[src/llc_defines.svh]
// register offsets, field positions and reset values of the loopback control block
`ifndef LLC_DEFINES_SVH
`define LLC_DEFINES_SVH

`define LLC_ADDR_OAM_CFG    8'h40
`define LLC_ADDR_PHY_INIT   8'h43
`define LLC_ADDR_LB_CMD     8'h44
`define LLC_ADDR_LB_CRC     8'h46

`define LLC_BIT_PHY_RST     0
`define LLC_BIT_TX_TRI      1
`define LLC_BIT_LL_EN       2
`define LLC_BIT_SOFT_RST    4

`define LLC_LB_CMD_RESET    8'h07
`define LLC_LB_CMD_CLEAR    8'h00
`define LLC_LB_CMD_MIN      8'h01
`define LLC_LB_CMD_MAX      8'h64

`define LLC_CRC_CNT_RESET   8'h00
`define LLC_CRC_CNT_FULL    8'hff
`define LLC_RD_ZERO         8'h00

`endif

[src/llc_pkg.sv]
// types shared by the loopback control block
package llc_pkg;

  // loopback burst sequencer states
  typedef enum logic [1:0] {
    LLC_SEQ_IDLE,
    LLC_SEQ_SEND,
    LLC_SEQ_WAIT
  } llc_seq_state_e;

  // packet count of a burst
  typedef logic [6:0] llc_count_t;

endpackage

[src/llc_lb_seq.sv]
// loopback burst sequencer: issues a counted run of packet requests
`timescale 1ns/1ps
`include "llc_defines.svh"

module llc_lb_seq #(
  parameter int CNT_W = 7                  // width of the packet count
) (
  input  wire logic             ref_clk,   // device clock
  input  wire logic             reset_n,   // synchronous reset, active low
  input  wire logic             start,     // one-cycle burst launch
  input  wire logic [CNT_W-1:0] count,     // packets in the burst
  input  wire logic             abort,     // drop the running burst
  input  wire logic             pkt_done,  // one-cycle: packet has gone out
  output logic                  pkt_req    // one-cycle: send one packet
);

  // count must hold the largest legal burst, refused at elaboration
  if (CNT_W < 7) begin : g_cnt_w_check
    $error("llc_lb_seq: CNT_W too small");
  end

  llc_pkg::llc_seq_state_e state;          // sequencer state
  logic [CNT_W-1:0]        remaining;      // packets still to send

  // state walk: send, wait for done, repeat until none remain
  always_ff @(posedge ref_clk) begin
    if (!reset_n) begin
      state <= llc_pkg::LLC_SEQ_IDLE;
    end else if (abort) begin
      state <= llc_pkg::LLC_SEQ_IDLE;
    end else if (start) begin
      state <= llc_pkg::LLC_SEQ_SEND;      // a fresh write starts anew
    end else begin
      unique case (state)
        llc_pkg::LLC_SEQ_IDLE: begin
          state <= llc_pkg::LLC_SEQ_IDLE;
        end
        llc_pkg::LLC_SEQ_SEND: begin
          state <= llc_pkg::LLC_SEQ_WAIT;
        end
        llc_pkg::LLC_SEQ_WAIT: begin
          if (pkt_done && remaining == CNT_W'(1)) begin
            state <= llc_pkg::LLC_SEQ_IDLE;  // burst complete
          end else if (pkt_done) begin
            state <= llc_pkg::LLC_SEQ_SEND;
          end
        end
      endcase
    end
  end

  // remaining packet counter
  always_ff @(posedge ref_clk) begin
    if (!reset_n) begin
      remaining <= '0;
    end else if (start) begin
      remaining <= count;                  // exactly count packets when count is nonzero
    end else if (state == llc_pkg::LLC_SEQ_WAIT && pkt_done) begin
      remaining <= remaining - CNT_W'(1);
    end
  end

  // request pulse, one per send state
  always_ff @(posedge ref_clk) begin
    if (!reset_n) begin
      pkt_req <= 1'b0;
    end else begin
      pkt_req <= (state == llc_pkg::LLC_SEQ_SEND) && !abort && !start;
    end
  end
endmodule

[src/llc_regs.sv]
// media converter maintenance control registers and loopback launch logic
`timescale 1ns/1ps
`include "llc_defines.svh"

// Function
// - terminal mode: link loss kills copper tx, leds
// - center mode ignores link-loss propagation bit
// - fiber transmit tristate bit disables fiber tx
// - phy reset bit resets both phys
// - phy reset bit clears itself
// - phy reset leaves maintenance registers alone
// - center mode: phy reset on until 0x40
// - other modes: phy reset starts at zero
// - zero command clears valid tx/rx counters
// - center zero command also clears loopback counters
// - center command 1..100 sends that many packets
// - loopback command resets to seven
// - soft reset resets sublayer, macs, fabric; self-clears
// - center side counts returned crc errors
module llc_regs (
  input  wire logic       ref_clk,                // device clock, 20 MHz
  input  wire logic       reset_n,                // synchronous reset, active low
  input  wire logic       center_mode,            // 1: center side, 0: terminal
  input  wire logic       link_loss_strap,        // strap level for propagation bit
  input  wire logic       reg_wr,                 // register write strobe
  input  wire logic       reg_rd,                 // register read strobe
  input  wire logic [7:0] reg_addr,               // register offset
  input  wire logic [7:0] reg_wdata,              // write data
  input  wire logic       fiber_link_down,        // fiber link lost
  input  wire logic       center_copper_link_down,// far copper link lost
  input  wire logic       lb_crc_err,             // returned packet had crc error
  input  wire logic       lb_pkt_done,            // loopback packet sent
  output logic      [7:0] reg_rdata,              // read data
  output logic            copper_tx_disable,      // copper transmit off
  output logic            copper_led_off,         // copper leds off
  output logic            fiber_tx_tristate,      // fiber transmit tristated
  output logic            phy_reset,              // both phys held in reset
  output logic            mac_fabric_reset,       // macs and fabric reset pulse
  output logic            clr_valid_cnt,          // clear valid tx/rx counters
  output logic            clr_lb_cnt,             // clear loopback result counters
  output logic            lb_pkt_req              // send one loopback packet
);

  logic       link_loss_propagate_en;  // propagation enable bit
  logic       init_hold;               // phy reset held until 0x40 written
  logic [7:0] loopback_command;        // loopback command field
  logic [7:0] crc_err_cnt;             // loopback crc error counter
  logic       lb_start;                // one-cycle burst launch
  logic [6:0] lb_count;                // burst length for the sequencer

  // decoded write strobes
  logic wr_oam;                        // write to 0x40
  logic wr_init;                       // write to phy init control
  logic wr_cmd;                        // write to loopback command
  logic soft_rst_wr;                   // software reset requested
  logic cmd_clear;                     // all-zero command written
  logic cmd_send;                      // legal packet count written

  // true when a byte is a legal packet count
  function automatic logic is_send_count(input logic [7:0] v);
    return (v >= `LLC_LB_CMD_MIN) && (v <= `LLC_LB_CMD_MAX);
  endfunction

  // address and field decode
  always_comb begin
    wr_oam      = reg_wr && (reg_addr == `LLC_ADDR_OAM_CFG);
    wr_init     = reg_wr && (reg_addr == `LLC_ADDR_PHY_INIT);
    wr_cmd      = reg_wr && (reg_addr == `LLC_ADDR_LB_CMD);
    soft_rst_wr = wr_init && reg_wdata[`LLC_BIT_SOFT_RST];
    cmd_clear   = wr_cmd && (reg_wdata == `LLC_LB_CMD_CLEAR);
    cmd_send    = wr_cmd && center_mode && is_send_count(reg_wdata);
  end

  // propagation enable: strap caught during reset, then writable
  always_ff @(posedge ref_clk) begin
    if (!reset_n) begin
      link_loss_propagate_en <= link_loss_strap;
    end else if (wr_init) begin
      link_loss_propagate_en <= reg_wdata[`LLC_BIT_LL_EN];
    end
  end

  // fiber transmit tristate bit drives the pin directly
  always_ff @(posedge ref_clk) begin
    if (!reset_n) begin
      fiber_tx_tristate <= 1'b0;
    end else if (wr_init) begin
      fiber_tx_tristate <= reg_wdata[`LLC_BIT_TX_TRI];
    end
  end

  // center mode holds the phys in reset until 0x40 is programmed
  always_ff @(posedge ref_clk) begin
    if (!reset_n) begin
      init_hold <= center_mode;
    end else if (wr_oam) begin
      init_hold <= 1'b0;
    end
  end

  // phy reset bit: set by a write of 1, self-clears unless held
  always_ff @(posedge ref_clk) begin
    if (!reset_n) begin
      phy_reset <= center_mode;
    end else if (wr_init && reg_wdata[`LLC_BIT_PHY_RST]) begin
      phy_reset <= 1'b1;
    end else if (init_hold && !wr_oam) begin
      phy_reset <= phy_reset;
    end else begin
      phy_reset <= 1'b0;
    end
  end

  // software reset: one-cycle pulse, bit reads back as zero
  always_ff @(posedge ref_clk) begin
    if (!reset_n) begin
      mac_fabric_reset <= 1'b0;
    end else begin
      mac_fabric_reset <= soft_rst_wr;
    end
  end

  // loopback command field; phy reset never touches it
  always_ff @(posedge ref_clk) begin
    if (!reset_n || soft_rst_wr) begin
      loopback_command <= `LLC_LB_CMD_RESET;
    end else if (wr_cmd) begin
      loopback_command <= reg_wdata;
    end
  end

  // burst launch, once per qualifying write
  always_ff @(posedge ref_clk) begin
    if (!reset_n) begin
      lb_start <= 1'b0;
      lb_count <= '0;
    end else begin
      lb_start <= cmd_send && !soft_rst_wr;
      if (cmd_send) begin
        lb_count <= reg_wdata[6:0];
      end
    end
  end

  // counter clear pulses for the external counters
  always_ff @(posedge ref_clk) begin
    if (!reset_n) begin
      clr_valid_cnt <= 1'b0;
      clr_lb_cnt    <= 1'b0;
    end else begin
      clr_valid_cnt <= cmd_clear;
      clr_lb_cnt    <= cmd_clear && center_mode;
    end
  end

  // crc error counter: clear wins for the clear command and for soft reset, saturates
  always_ff @(posedge ref_clk) begin
    if (!reset_n || soft_rst_wr) begin
      crc_err_cnt <= `LLC_CRC_CNT_RESET;
    end else if (cmd_clear && center_mode) begin
      crc_err_cnt <= `LLC_CRC_CNT_RESET;
    end else if (center_mode && lb_crc_err && crc_err_cnt != `LLC_CRC_CNT_FULL) begin
      crc_err_cnt <= crc_err_cnt + 8'h01;
    end
  end

  // link-loss propagation toward copper, terminal mode only
  always_ff @(posedge ref_clk) begin
    if (!reset_n) begin
      copper_tx_disable <= 1'b0;
      copper_led_off    <= 1'b0;
    end else begin
      copper_tx_disable <= !center_mode && link_loss_propagate_en
                           && (fiber_link_down || center_copper_link_down);
      copper_led_off    <= !center_mode && link_loss_propagate_en
                           && (fiber_link_down || center_copper_link_down);
    end
  end

  // read data, registered on the read strobe; unmapped reads zero
  always_ff @(posedge ref_clk) begin
    if (!reset_n) begin
      reg_rdata <= `LLC_RD_ZERO;
    end else if (reg_rd) begin
      unique case (reg_addr)
        `LLC_ADDR_PHY_INIT: begin
          reg_rdata <= {5'h00, link_loss_propagate_en, fiber_tx_tristate, phy_reset};
        end
        `LLC_ADDR_LB_CMD: begin
          reg_rdata <= loopback_command;
        end
        `LLC_ADDR_LB_CRC: begin
          reg_rdata <= crc_err_cnt;
        end
        default: begin
          reg_rdata <= `LLC_RD_ZERO;
        end
      endcase
    end
  end

  // packet sequencer; values 0x65..0xff never launch
  llc_lb_seq #(
    .CNT_W    (7)
  ) u_seq (
    .ref_clk  (ref_clk),
    .reset_n  (reset_n),
    .start    (lb_start),
    .count    (lb_count),
    .abort    (mac_fabric_reset),
    .pkt_done (lb_pkt_done),
    .pkt_req  (lb_pkt_req)
  );
endmodule

[config.mk]
export PLATFORM = sky130hd
export DESIGN_NAME = llc_regs
export DESIGN_NICKNAME = d
export VERILOG_FILES = /design/src/llc_pkg.sv /design/src/llc_lb_seq.sv /design/src/llc_regs.sv
export VERILOG_INCLUDE_DIRS = /design/src
export SDC_FILE = /design/constraint.sdc
export NUM_CORES = 1
export LEC_CHECK = 0
export BUFFER_PORTS_ARGS = -buffer_cell sky130_fd_sc_hd__buf_2
export CORE_UTILIZATION = 30
export CTS_CLUSTER_DIAMETER = 50
export CTS_CLUSTER_SIZE = 12
export DETAILED_ROUTE_END_ITERATION = 7
export PLACE_DENSITY_LB_ADDON = 0.3
export REMOVE_ABC_BUFFERS = 1
export SLEW_MARGIN = 20
export SYNTH_ARGS = -nofsm -noshare
export SYNTH_HDL_FRONTEND = slang
export SYNTH_SLANG_ARGS = --single-unit
[constraint.sdc]
create_clock -name ref_clk -period 1.6 [get_ports ref_clk]
set_input_delay 0.48 -clock ref_clk [delete_from_list [all_inputs] [get_ports ref_clk]]
set_output_delay 0.48 -clock ref_clk [all_outputs]
set_load 0.05 [all_outputs]
Word level (Yosys, flattened, before mapping)
Index checks and enable logic that the tools add are counted.
Widths: inputs -> output; s select.
Storage, ports and cells
  memories kept: 0
  word-level logic and storage cells: 83
  latch bits: 0
  bits in writable memories: 0
  register bits: 50
  output and inout port bits: 16
  memory bits (read-only): 0
  bits of input ports: 26
Operators by class
  reductions and logical operators: 34
  equality and inequality tests: 13
  add/sub/neg operators: 2
  multiply operators: 0
  magnitude comparators: 2
  shift-type cells: 0
  mux-type cells: 14
  div/mod/pow operators: 0
  bitwise logic cells: 1
Operator list (number)
  $eq 8x7->1 const B: 4
  $pmux 8 s3: 1
  $logic_and 1x1->1: 20
  $mux 7: 2
  $add 8x1->8 const B: 1
  $ge 8x1->1 const B: 1
  $le 8x7->1 const B: 1
  $logic_not 8->1: 1
  $mux 1: 8
  $ne 8x8->1 const B: 1
  $eq 7x1->1 const B: 1
  $sub 7x1->7 const B: 1
  $logic_not 1->1: 6
  $pmux 2 s3: 1
  $mux 2: 2
  $ne 2x1->1 const B: 2
  $ne 4x3->1 const B: 1
  $reduce_or 2->1: 2
  $ne 3x2->1 const B: 1
  $ne 3x3->1 const B: 1
  $reduce_or 3->1: 1
  $eq 2x1->1 const B: 1
  $eq 2x2->1 const B: 1
  $logic_not 2->1: 1
  3 further kinds: 4

Depth between registers and ports, before layout
Gate-level depths: netlist of run 1.
  word-level depth: 7
  depth in mapped cells: 6
  mapped depth without buffers: 6

Cells and area by module
From an unflattened synthesis of run 1, not the netlist that was laid out.
Unflattened totals
  cells, all modules: 277
  area, all modules: 2493.6 µm²
By module, submodules not included
  llc_regs: area an instance 1940.6 µm², seq. area each 830.8 µm², times used 1, cells an instance 215
  llc_lb_seq: area an instance 553.0 µm², seq. area each 200.2 µm², times used 1, cells an instance 62

Worst setup path after synthesis of run 1
Ideal clock, no wire load.
  path type: in2reg
  start point: in reg_addr[3]
  end point: reg phy_reset (enable)
  stages on the path: 4
  required time: 1.309 ns
  slack: -0.057 ns
  library setup time: 0.291 ns
  buffers on the path: 0
  arrival time: 1.366 ns
  path through: nor4_4 -> nand3_1 -> o41ai_2 -> a211o_1
On the way
  cells in the longest elaborated chain, start to end: 5
  elaborated cells on any way between the ends: 8
  those cells by class: eq/ne (3); reduce/logical (5)
Ends and longest elaborated chain
  from (decl): line llc_regs.sv:27  | input wire logic [7:0] reg_addr,
  $eq 8x7->1 (no source line)
  $logic_and 1x1->1: line llc_regs.sv:66  | wr_oam = reg_wr && (reg_addr == `LLC_ADDR_OAM_CFG);
  $logic_not 1->1: line llc_regs.sv:107  | end else if (init_hold && !wr_oam) begin
  $logic_and 1x1->1: line llc_regs.sv:107
  $ne 3x3->1 (no source line) (*)
  to (signal assigned): line llc_regs.sv:104  | phy_reset <= center_mode;
  to (signal assigned): line llc_regs.sv:108  | phy_reset <= phy_reset;
  to (decl): line llc_regs.sv:37  | output logic phy_reset,
Every way passes the cells marked *; elsewhere a longest branch is shown, timed or not.
A chain may end at the register's enable or synchronous reset.

Worst setup path after layout of run 1
Same ends and word-level chain as after synthesis.

==> results.toml, run 1 <==
[clock_network]
hold_buffers = 0
cts_tree = "yes"
numCtsBuffers = 5
cts-root-buf = "clkbuf_8"
cts_max_level = 2
clk_pin_slew_worst_paths_ps = 90
cts.sinks = 50
clk_path_buf_depth = 2
clock_latency_ps = 300

[power_and_ir_drop]
power_per_cell_area_nw_per_um2 = 732
swShare_pct = 25.7
p_leak_uw = 0.00131
internal_power_uw = 1690
seq_power_share_pct = 56.1
clkPwrFrac_pct = 33.2
ir_worst_vdd_mv = 0.354
p_comb_share_pct = 10.7
switchingPower_uw = 582

[drt]
wl_um = 5760
vias_per_cell = 4.86
ant_nets = 0
drt-pass1-iter-count = 4
drt-initial-drc-count = 108
drc_errors = 0
routedWlPerCell_um = 13.1
vias = 2138

[setup_path]
setup.worst_path.end_class = "flop"
worst_ep_arrival_time_ps = 1550
crit_type = "in -> reg"
cp_data_required_time_ps = 1630
cp-startpoint = "reg_addr[3]"
r2r-start = "u_seq.remaining[4]$_SDFFE_PN0P_"
cp-start-kind = "input pin"
worstPathMaxFanout = 3
r2r_cells = 4

[grt]
first_global_vias = 2043
grt_max_degree = 28
grt_pass1_wl_um = 9620
grt.total_usage_pct = 14.4
antenna_found_initial = 0
met3_usage_pct = 2.82
gr-max-usage-layer = "met2"
grtUsageMet2_pct = 21.7
grt_overflow = 0
met1_usage_pct = 20.7

[yosys]
synth_top_area_share_pct = 38.7
ys_ff_latch = 50
synth_async_sr_flop_share_pct = 0
yosysUniqueCellTypes = 54
synth.avg_cell_area_um2 = 9.16
post-synth-top-count-cell = "dfxtp_1"
synth_area_leaders = "dfxtp_1, mux2i_1, nand2_1"
synth_warnings = 0
netlist_area_um2 = 2430
synthFlopType = "dfxtp_1"
synth_top_area_cell = "dfxtp_1"
synthCells = 265
synth_edf_count = 3
ys_top_cells_by_count = "dfxtp_1, nand2_1, inv_1"
ys_seq_area_share_pct = 42.5

[sta]
fin_ws_ps = 80.1
fin_crit_sh_pct = 95.0
maxSlewHeadroom_pct = 67.0
tightest_slew_ps = 483
drv_slew = 0
rsz0062_at_grt = "false"
hold_viol_final = 0
finClkSkew_ps = 5.76
setup_viol = 0
fmax_ghz = 0.658
holdWs_ps = 425
period_needed_ps = 1520

[die]
core_um2 = 7770
start_util_pct = 31.3
io-pin-count = 42
fp-row-count = 32
die_x_um = 92.0
die_height_um = 92.0
dieArea_um2 = 8460

[final_layout]
antenna_cells = 0
drive_above_1_share_pct = 28.7
fillers = 807
synthToLayoutAreaGrowth_pct = 27.7
final_nets = 369
final_util_pct = 39.9

[worst_hold_path]
min_path_cells = 2
worst_hold_path_type = "in -> reg"
min-delay-start = "fiber_link_down"

[job]
drv_cap = 0

[run_status]
outcome = "complete, no violations"

[placed_design]
portBuffers = 41
hpwlAfterDp_um = 4480
dp_slack_ps = -354
place_congestion = 0.746
-- critical path: stages --
cell and delay (ps):
buf_2 120, nor4_4 320, nand3_1 180, o41ai_2 290
a211o_1 160
-- layout by cell type, fill, tap and decap left out, types with 2 or more instances in the layout --
| master | instances |
|---|---|
| buf_4 | 33 |
| a22o_1 | 3 |
| a311oi_1 | 3 |
| a211o_1 | 2 |
| nand2b_1 | 4 |
| inv_1 | 16 |
| mux2i_1 | 15 |
| and2_1 | 8 |
| o22ai_1 | 5 |
| edfxtp_1 | 3 |
| buf_2 | 41 |
| o21a_1 | 3 |
| ha_1 | 6 |
| o21ai_0 | 13 |
| or4_1 | 2 |
| dfxtp_1 | 47 |
| nor2b_1 | 5 |
| nand3_1 | 9 |
| or3_1 | 5 |
| xor2_1 | 4 |
| o31ai_1 | 2 |
| a21oi_1 | 14 |
| nand4_1 | 2 |
| buf_12 | 2 |
| xnor2_1 | 3 |
| and3_1 | 2 |
| nor2_1 | 6 |
| o211a_1 | 4 |
| nand2_1 | 36 |
| o31a_1 | 2 |
| o31ai_2 | 2 |
| clkbuf_8 | 5 |
| nor4_1 | 5 |
-- logic make-up after synthesis --
logic type / synth area share [%]
muxes: 6.18
xor gates and xnor gates: 2.52
DFF: 42.5
AOI/OAI and AO/OA: 17.9
buffers and inverters: 4.53
adders and majority gates: 3.09
and+or+nand+nor: 23.3
-- state kept, by name, indices dropped and copies added (netlist names), 2 cells and up --
signal and cells:
reg_rdata 8, loopback_command 8, u_seq.state 2, crc_err_cnt 8
u_seq.remaining 7, lb_count 7
-- per-layer routing --
layer / wire length (um) / vias up
met5: 0 / -
met4: 70 / 0
met3: 218 / 6
met2: 2400 / 46
met1: 3070 / 990
li1: - / 1096
-- final timing paths --
check / end / slack [ps]
worst max register to register: u_seq.remaining[5]$_SDFFE_PN0P_ / 110
worst min register to register: loopback_command[5]$_SDFFE_PP0N_ / 450
worst max-delay path: phy_reset$_DFFE_PP_ / 80
worst min-delay path: copper_led_off$_SDFF_PN0_ / 430
-- power by group through the flow --
stage | combinational (uW) | clock (uW) | sequential [uW]
2_1_floorplan | 72.3 | 0 | 1320
3_3_place_gp | 241 | 0 | 1300
3_5_place_dp | 242 | 0 | 1300
4_1_cts | 243 | 781 | 1270
5_1_grt | 265 | 832 | 1270
6_report | 243 | 754 | 1270
-- area by class of cell --
| class | instances | area (um^2) | area share, % |
|---|---|---|---|
| Timing Repair Buffer | 76 | 493 | 15.9 |
| Clock inverter | 3 | 20.0 | 0.645 |
| Multi-Input combinational cell | 188 | 1300 | 42.0 |
| Inverter | 16 | 60.1 | 1.94 |
| Clock buffer | 5 | 68.8 | 2.22 |
| Sequential cell | 50 | 1030 | 33.2 |
| Tap cell | 102 | 128 | 4.11 |
-- stage by stage --
stage | power, uW | setup TNS, ps | instance area, um^2 | std cells
after floorplan | 1390 | -4820 | 2380 | 254
after global placement | 1540 | -5280 | 2980 | 431
after detailed placement | 1540 | -5640 | 2980 | 431
after CTS | 2300 | 0 | 3090 | 440
after global routing | 2370 | 0 | 3100 | 440
final | 2270 | 0 | 3100 | 440
-- repair_timing --
item | CTS | global route
resized for setup | 0 | 3
pin swaps | 1 | 0
setup endpoints to repair | 1 | 3
setup buffers | 1 | 0
(Power assumes the default switching activity.)
==> run 2: changes to the inputs <==
--- a/config.mk
+++ b/config.mk
@@ -12,6 +12,7 @@
 export CTS_CLUSTER_SIZE = 12
 export DETAILED_ROUTE_END_ITERATION = 7
 export PLACE_DENSITY_LB_ADDON = 0.3
+export RECOVER_POWER = 25
 export REMOVE_ABC_BUFFERS = 1
 export SLEW_MARGIN = 20
 export SYNTH_ARGS = -nofsm -noshare
==> run 2 against run 1 <==
Effect of this change:
- sequential share of layout area up 0.30 points
- count of clock-buffer cells in the layout unchanged
- die area unchanged
- setup slack better by 2.3 ps
- wire length up 0.12%
- combinational power down 3%
- critical path type unchanged
- highest routed layer unchanged
==> results.toml, run 2 (same netlist as run 1, synthesis figures left out) <==
[clock_network]
clk_pin_slew_worst_paths_ps = 90
clk_path_buf_depth = 2
cts-root-buf = "clkbuf_8"
clock_latency_ps = 300
cts.sinks = 50
cts_max_level = 2
hold_buffers = 0
cts_tree = "yes"
numCtsBuffers = 5

[final_layout]
drive_above_1_share_pct = 27.2
synthToLayoutAreaGrowth_pct = 26.6
largestRegisters = "crc_err_cnt (8), loopback_command (8), reg_rdata (8)"
multi_input_area_um2 = 1300
final_nets = 369
fin_area_um2 = 3070
layoutNonFillerInstCount = 440
layout.cells.most_common = "dfxtp_1"
seqCellArea_um2 = 1030
fillers = 811
layout_common_cells = "dfxtp_1, nand2_1, buf_2, buf_4, inv_1"
antenna_cells = 0

[sta]
period_needed_ps = 1520
drv_slew = 0
rsz0062_at_grt = "false"
hold_viol_final = 0
fmax_ghz = 0.659
fin_crit_sh_pct = 94.9
setup-tns-final_ps = 0
holdWs_ps = 426
finClkSkew_ps = 5.73
maxSlewHeadroom_pct = 63.3
tightest_slew_ps = 551
setup_viol = 0

[drt]
drc_errors = 0
ant_nets = 0
vias_per_cell = 4.86
drt-pass1-iter-count = 4
vias = 2139
drt-initial-drc-count = 88
wl_um = 5760
routedWlPerCell_um = 13.1

[power_and_ir_drop]
clkPwrFrac_pct = 33.3
ir_worst_vdd_mv = 0.353
switchingPower_uw = 581
swShare_pct = 25.7
internal_power_uw = 1680
p_leak_uw = 0.00129
power_per_cell_area_nw_per_um2 = 736
seq_power_share_pct = 56.3
p_comb_share_pct = 10.4

[worst_hold_path]
min_path_cells = 2
worst_hold_path_type = "in -> reg"
min-delay-start = "fiber_link_down"
holdPathEnd = "copper_led_off$_SDFF_PN0_"

[grt]
grt_max_degree = 28
antenna_found_initial = 0
first_global_vias = 2043
grt.total_usage_pct = 14.4
grt_overflow = 0
grt_pass1_wl_um = 9620

[setup_path]
cp-start-kind = "input pin"
r2r-start = "u_seq.remaining[4]$_SDFFE_PN0P_"
r2r_setup_slack_ps = 110
cp_data_required_time_ps = 1630
r2r_cells = 4
worstPathMaxFanout = 3
setup.worst_path.end_class = "flop"
worst_ep_arrival_time_ps = 1550
timing.rr.end = "u_seq.remaining[5]$_SDFFE_PN0P_"
crit_type = "in -> reg"

[placed_design]
place_congestion = 0.746
dpl.cell_count = 431
detailed_place.area_um2 = 2980
hpwlAfterDp_um = 4480
portBuffers = 41

[job]
drv_cap = 0

[run_status]
outcome = "complete, no violations"

[die]
die_x_um = 92.0
start_util_pct = 31.3
core_um2 = 7770
dieArea_um2 = 8460
die_height_um = 92.0
fp-row-count = 32
io-pin-count = 42
==> run 2: cell types whose count changed in the layout (fill, tap and decap cells not counted) <==
cell,previous run,this run
buf_2,41,36
clkbuf_2,0,3
o31ai_2,2,1
clkbuf_1,0,4
clkbuf_4,0,2
buf_4,33,30
buf_12,2,1
o31ai_1,2,3
==> run 2: worst max-delay path, cell delays in order <==
cell	delay, ps
buf_2	120
nor4_4	320
nand3_1	180
o41ai_2	290
a211o_1	160
==> run 2: repair_timing <==
item,in CTS,in global routing
pin swaps,1,0
gates cloned,0,0
setup endpoints to repair,1,3
setup buffers,1,0
resized for setup,0,3
==> run 2: per-stage QoR <==
stage / total power, uW / setup slack (ps) / util (%)
floorplan: 1390 / -277 / -
global placement: 1540 / -282 / 38.4
detailed placement: 1540 / -354 / 38.4
CTS: 2300 / 70.3 / 39.8
global route: 2360 / 4.89 / 39.6
finish: 2260 / 82.4 / 39.6
==> run 2: power groups by stage <==
stage / logic [uW] / registers [uW] / clock network [uW]
finish: 236 / 1270 / 754
global route: 258 / 1270 / 832
CTS: 243 / 1270 / 781
detailed placement: 242 / 1300 / 0
global placement: 241 / 1300 / 0
floorplan: 72.3 / 1320 / 0
==> run 2: layer usage <==
| metal | part of all wire, % | global-route usage (%) | wire, um |
|---|---|---|---|
| met4 | 1.2 | 3.91 | 70 |
| met2 | 42 | 21.7 | 2420 |
| met3 | 3.8 | 2.82 | 217 |
| met1 | 53 | 20.7 | 3050 |
| met5 | 0 | 0 | 0 |
==> run 2: final cells by class <==
cell class                 instances  share of cell area, %
clock buffer                       5                   2.24
clock inverter                     3                  0.651
inverter                          16                   1.95
multi-input combinational        188                   42.2
sequential                        50                   33.5
tap                              102                   4.15
timing repair buffer              76                   15.3
==> run 2: worst max path at each step <==
stage	from	end	slack, ps	depth (start not counted)
floorplan	reg_addr[3]	crc_err_cnt[5]$_SDFFE_PP0P_	-280	4
global placement	reg_addr[3]	lb_count[4]$_SDFFE_PN0P_	-280	5
detailed placement	reg_addr[3]	lb_count[4]$_SDFFE_PN0P_	-350	5
CTS	reg_addr[3]	phy_reset$_DFFE_PP_	70	5
global route	reg_addr[3]	phy_reset$_DFFE_PP_	5	5
finish	reg_addr[3]	phy_reset$_DFFE_PP_	80	5
==> run 3: changes to the inputs <==
--- a/config.mk
+++ b/config.mk
@@ -7,11 +7,11 @@
 export NUM_CORES = 1
 export LEC_CHECK = 0
 export BUFFER_PORTS_ARGS = -buffer_cell sky130_fd_sc_hd__buf_2
+export CORE_MARGIN = 2
 export CORE_UTILIZATION = 30
-export CTS_CLUSTER_DIAMETER = 50
+export CTS_CLUSTER_DIAMETER = 120
 export CTS_CLUSTER_SIZE = 12
 export DETAILED_ROUTE_END_ITERATION = 7
-export PLACE_DENSITY_LB_ADDON = 0.3
 export RECOVER_POWER = 25
 export REMOVE_ABC_BUFFERS = 1
 export SLEW_MARGIN = 20
==> run 3 against run 2 <==
Effect of this change:
- global-route usage is 0.13 points higher
- first-iteration DRC count grew 14%
- fmax decreased by 0.60%
- critical path type unchanged
- highest routed layer unchanged
==> results.toml, run 3 (same netlist as run 1, synthesis figures left out) <==
[run_status]
outcome = "complete, no violations"

[grt]
grt_max_degree = 17
grt.total_usage_pct = 14.5
grt_overflow = 0
grt_pass1_wl_um = 9960
first_global_vias = 2105
antenna_found_initial = 0

[sta]
drv_slew = 0
fmax_ghz = 0.655
finClkSkew_ps = 4.14
fin_crit_sh_pct = 95.4
setup_viol = 0
tightest_slew_ps = 498
period_needed_ps = 1530
hold_viol_final = 0
rsz0062_at_grt = "false"
holdWs_ps = 425
maxSlewHeadroom_pct = 66.0
fin_ws_ps = 73.2

[setup_path]
crit_chain = "clkbuf_1 -> nor4_4 -> nand4_2 -> nor3_4 -> buf_12 -> mux2i_1"
worstPathMaxFanout = 7
crit_type = "in -> reg"
r2r_setup_slack_ps = 110
timing.rr.end = "u_seq.remaining[5]$_SDFFE_PN0P_"
r2r_cells = 4
setup.worst_path.end_class = "flop"
slowest_stage = "nor4_4"
cp_data_required_time_ps = 1830
cp-start-kind = "input pin"
worst_ep_arrival_time_ps = 1760
r2r-start = "u_seq.remaining[2]$_SDFFE_PN0P_"
max_stage_delay_ps = 340

[clock_network]
numCtsBuffers = 5
clock_latency_ps = 300
cts_tree = "yes"
post_cts_buffers = 0
clk_pin_slew_worst_paths_ps = 100
cts-root-buf = "clkbuf_8"
clk_path_buf_depth = 2
cts_max_level = 2
cts.sinks = 50

[drt]
wl_um = 5920
vias_per_cell = 4.87
vias = 2148
drc_errors = 0
ant_nets = 0
drt-pass1-iter-count = 4
drt-initial-drc-count = 100
routedWlPerCell_um = 13.4

[die]
io-pin-count = 42
die_x_um = 94.0
dieArea_um2 = 8830
start_util_pct = 31.3
die_height_um = 94.0
fp-row-count = 32
core_um2 = 7770

[final_layout]
drive_above_1_share_pct = 28.0
layout.cells.most_common = "dfxtp_1"
synthToLayoutAreaGrowth_pct = 27.4
largestRegisters = "crc_err_cnt (8), loopback_command (8), reg_rdata (8)"
layout_common_cells = "dfxtp_1, buf_2, nand2_1, buf_4, inv_1"
antenna_cells = 0
final_nets = 370
final_util_pct = 39.8

[power_and_ir_drop]
power_per_cell_area_nw_per_um2 = 734
p_leak_uw = 0.00131
ir_worst_vdd_mv = 0.292

[placed_design]
place_congestion = 0.788
dp_slack_ps = -256
portBuffers = 41
hpwlAfterDp_um = 4670

[worst_hold_path]
min-delay-start = "fiber_link_down"
worst_hold_path_type = "in -> reg"
holdPathEnd = "copper_led_off$_SDFF_PN0_"
min_path_cells = 2

[job]
drv_cap = 0
## run 3: stage by stage
step                setup TNS (ps)  instance area (um^2)  total power, uW  std cells
floorplan                    -4820                  2380             1390        254
global placement             -4920                  3010             1550        433
detailed placement           -5570                  3010             1550        433
CTS                              0                  3100             2300        441
global route                     0                  3090             2380        441
finish                           0                  3090             2270        441
## run 3: routing by layer
layer | global-route usage [%] | wire length, um
met5 | 0 | 0
met4 | 5.43 | 93
met3 | 3.13 | 245
met2 | 23.4 | 2760
met1 | 18.9 | 2830
## run 3: critical path: cells and delay by family
family | cells | cell delay [ps]
buffers and inverters | 2 | 260
multiplexers | 1 | 170
AND/OR/NAND/NOR | 3 | 850
## run 3: power by group
group          total [uW]  leakage, uW  switching, uW  internal [uW]
Combinational         245     0.000848            133            111
Sequential           1270     0.000409           5.50           1270
Clock                 752    0.0000484            443            310
## run 3: what timing repair did
action,4_1_cts,5_1_grt
endpoints found under the setup margin,0,9
endpoints found under the hold margin,0,0
resized for setup,0,2
hold buffers,0,0
## run 3: area by class of cell
type | instances | area, um^2
Inverter | 16 | 60.1
Sequential cell | 50 | 1030
Clock inverter | 3 | 20.0
Tap cell | 102 | 128
Timing Repair Buffer | 77 | 493
Clock buffer | 5 | 68.8
Fill cell | 823 | 4670
Multi-Input combinational cell | 188 | 1290
## run 3: worst max path at each step
stage	cells after the start	to	slack, ps	start
after floorplan	4	crc_err_cnt[5]$_SDFFE_PP0P_	-280	reg_addr[3]
after global placement	5	init_hold$_SDFFCE_PP0P_	-240	reg_addr[3]
after detailed placement	6	lb_count[0]$_SDFFE_PN0P_	-260	reg_addr[3]
after CTS	6	crc_err_cnt[1]$_SDFFE_PP0P_	10	crc_err_cnt[0]$_SDFFE_PP0P_
after global routing	5	crc_err_cnt[5]$_SDFFE_PP0P_	8	crc_err_cnt[0]$_SDFFE_PP0P_
final	6	lb_count[3]$_SDFFE_PN0P_	70	reg_addr[3]
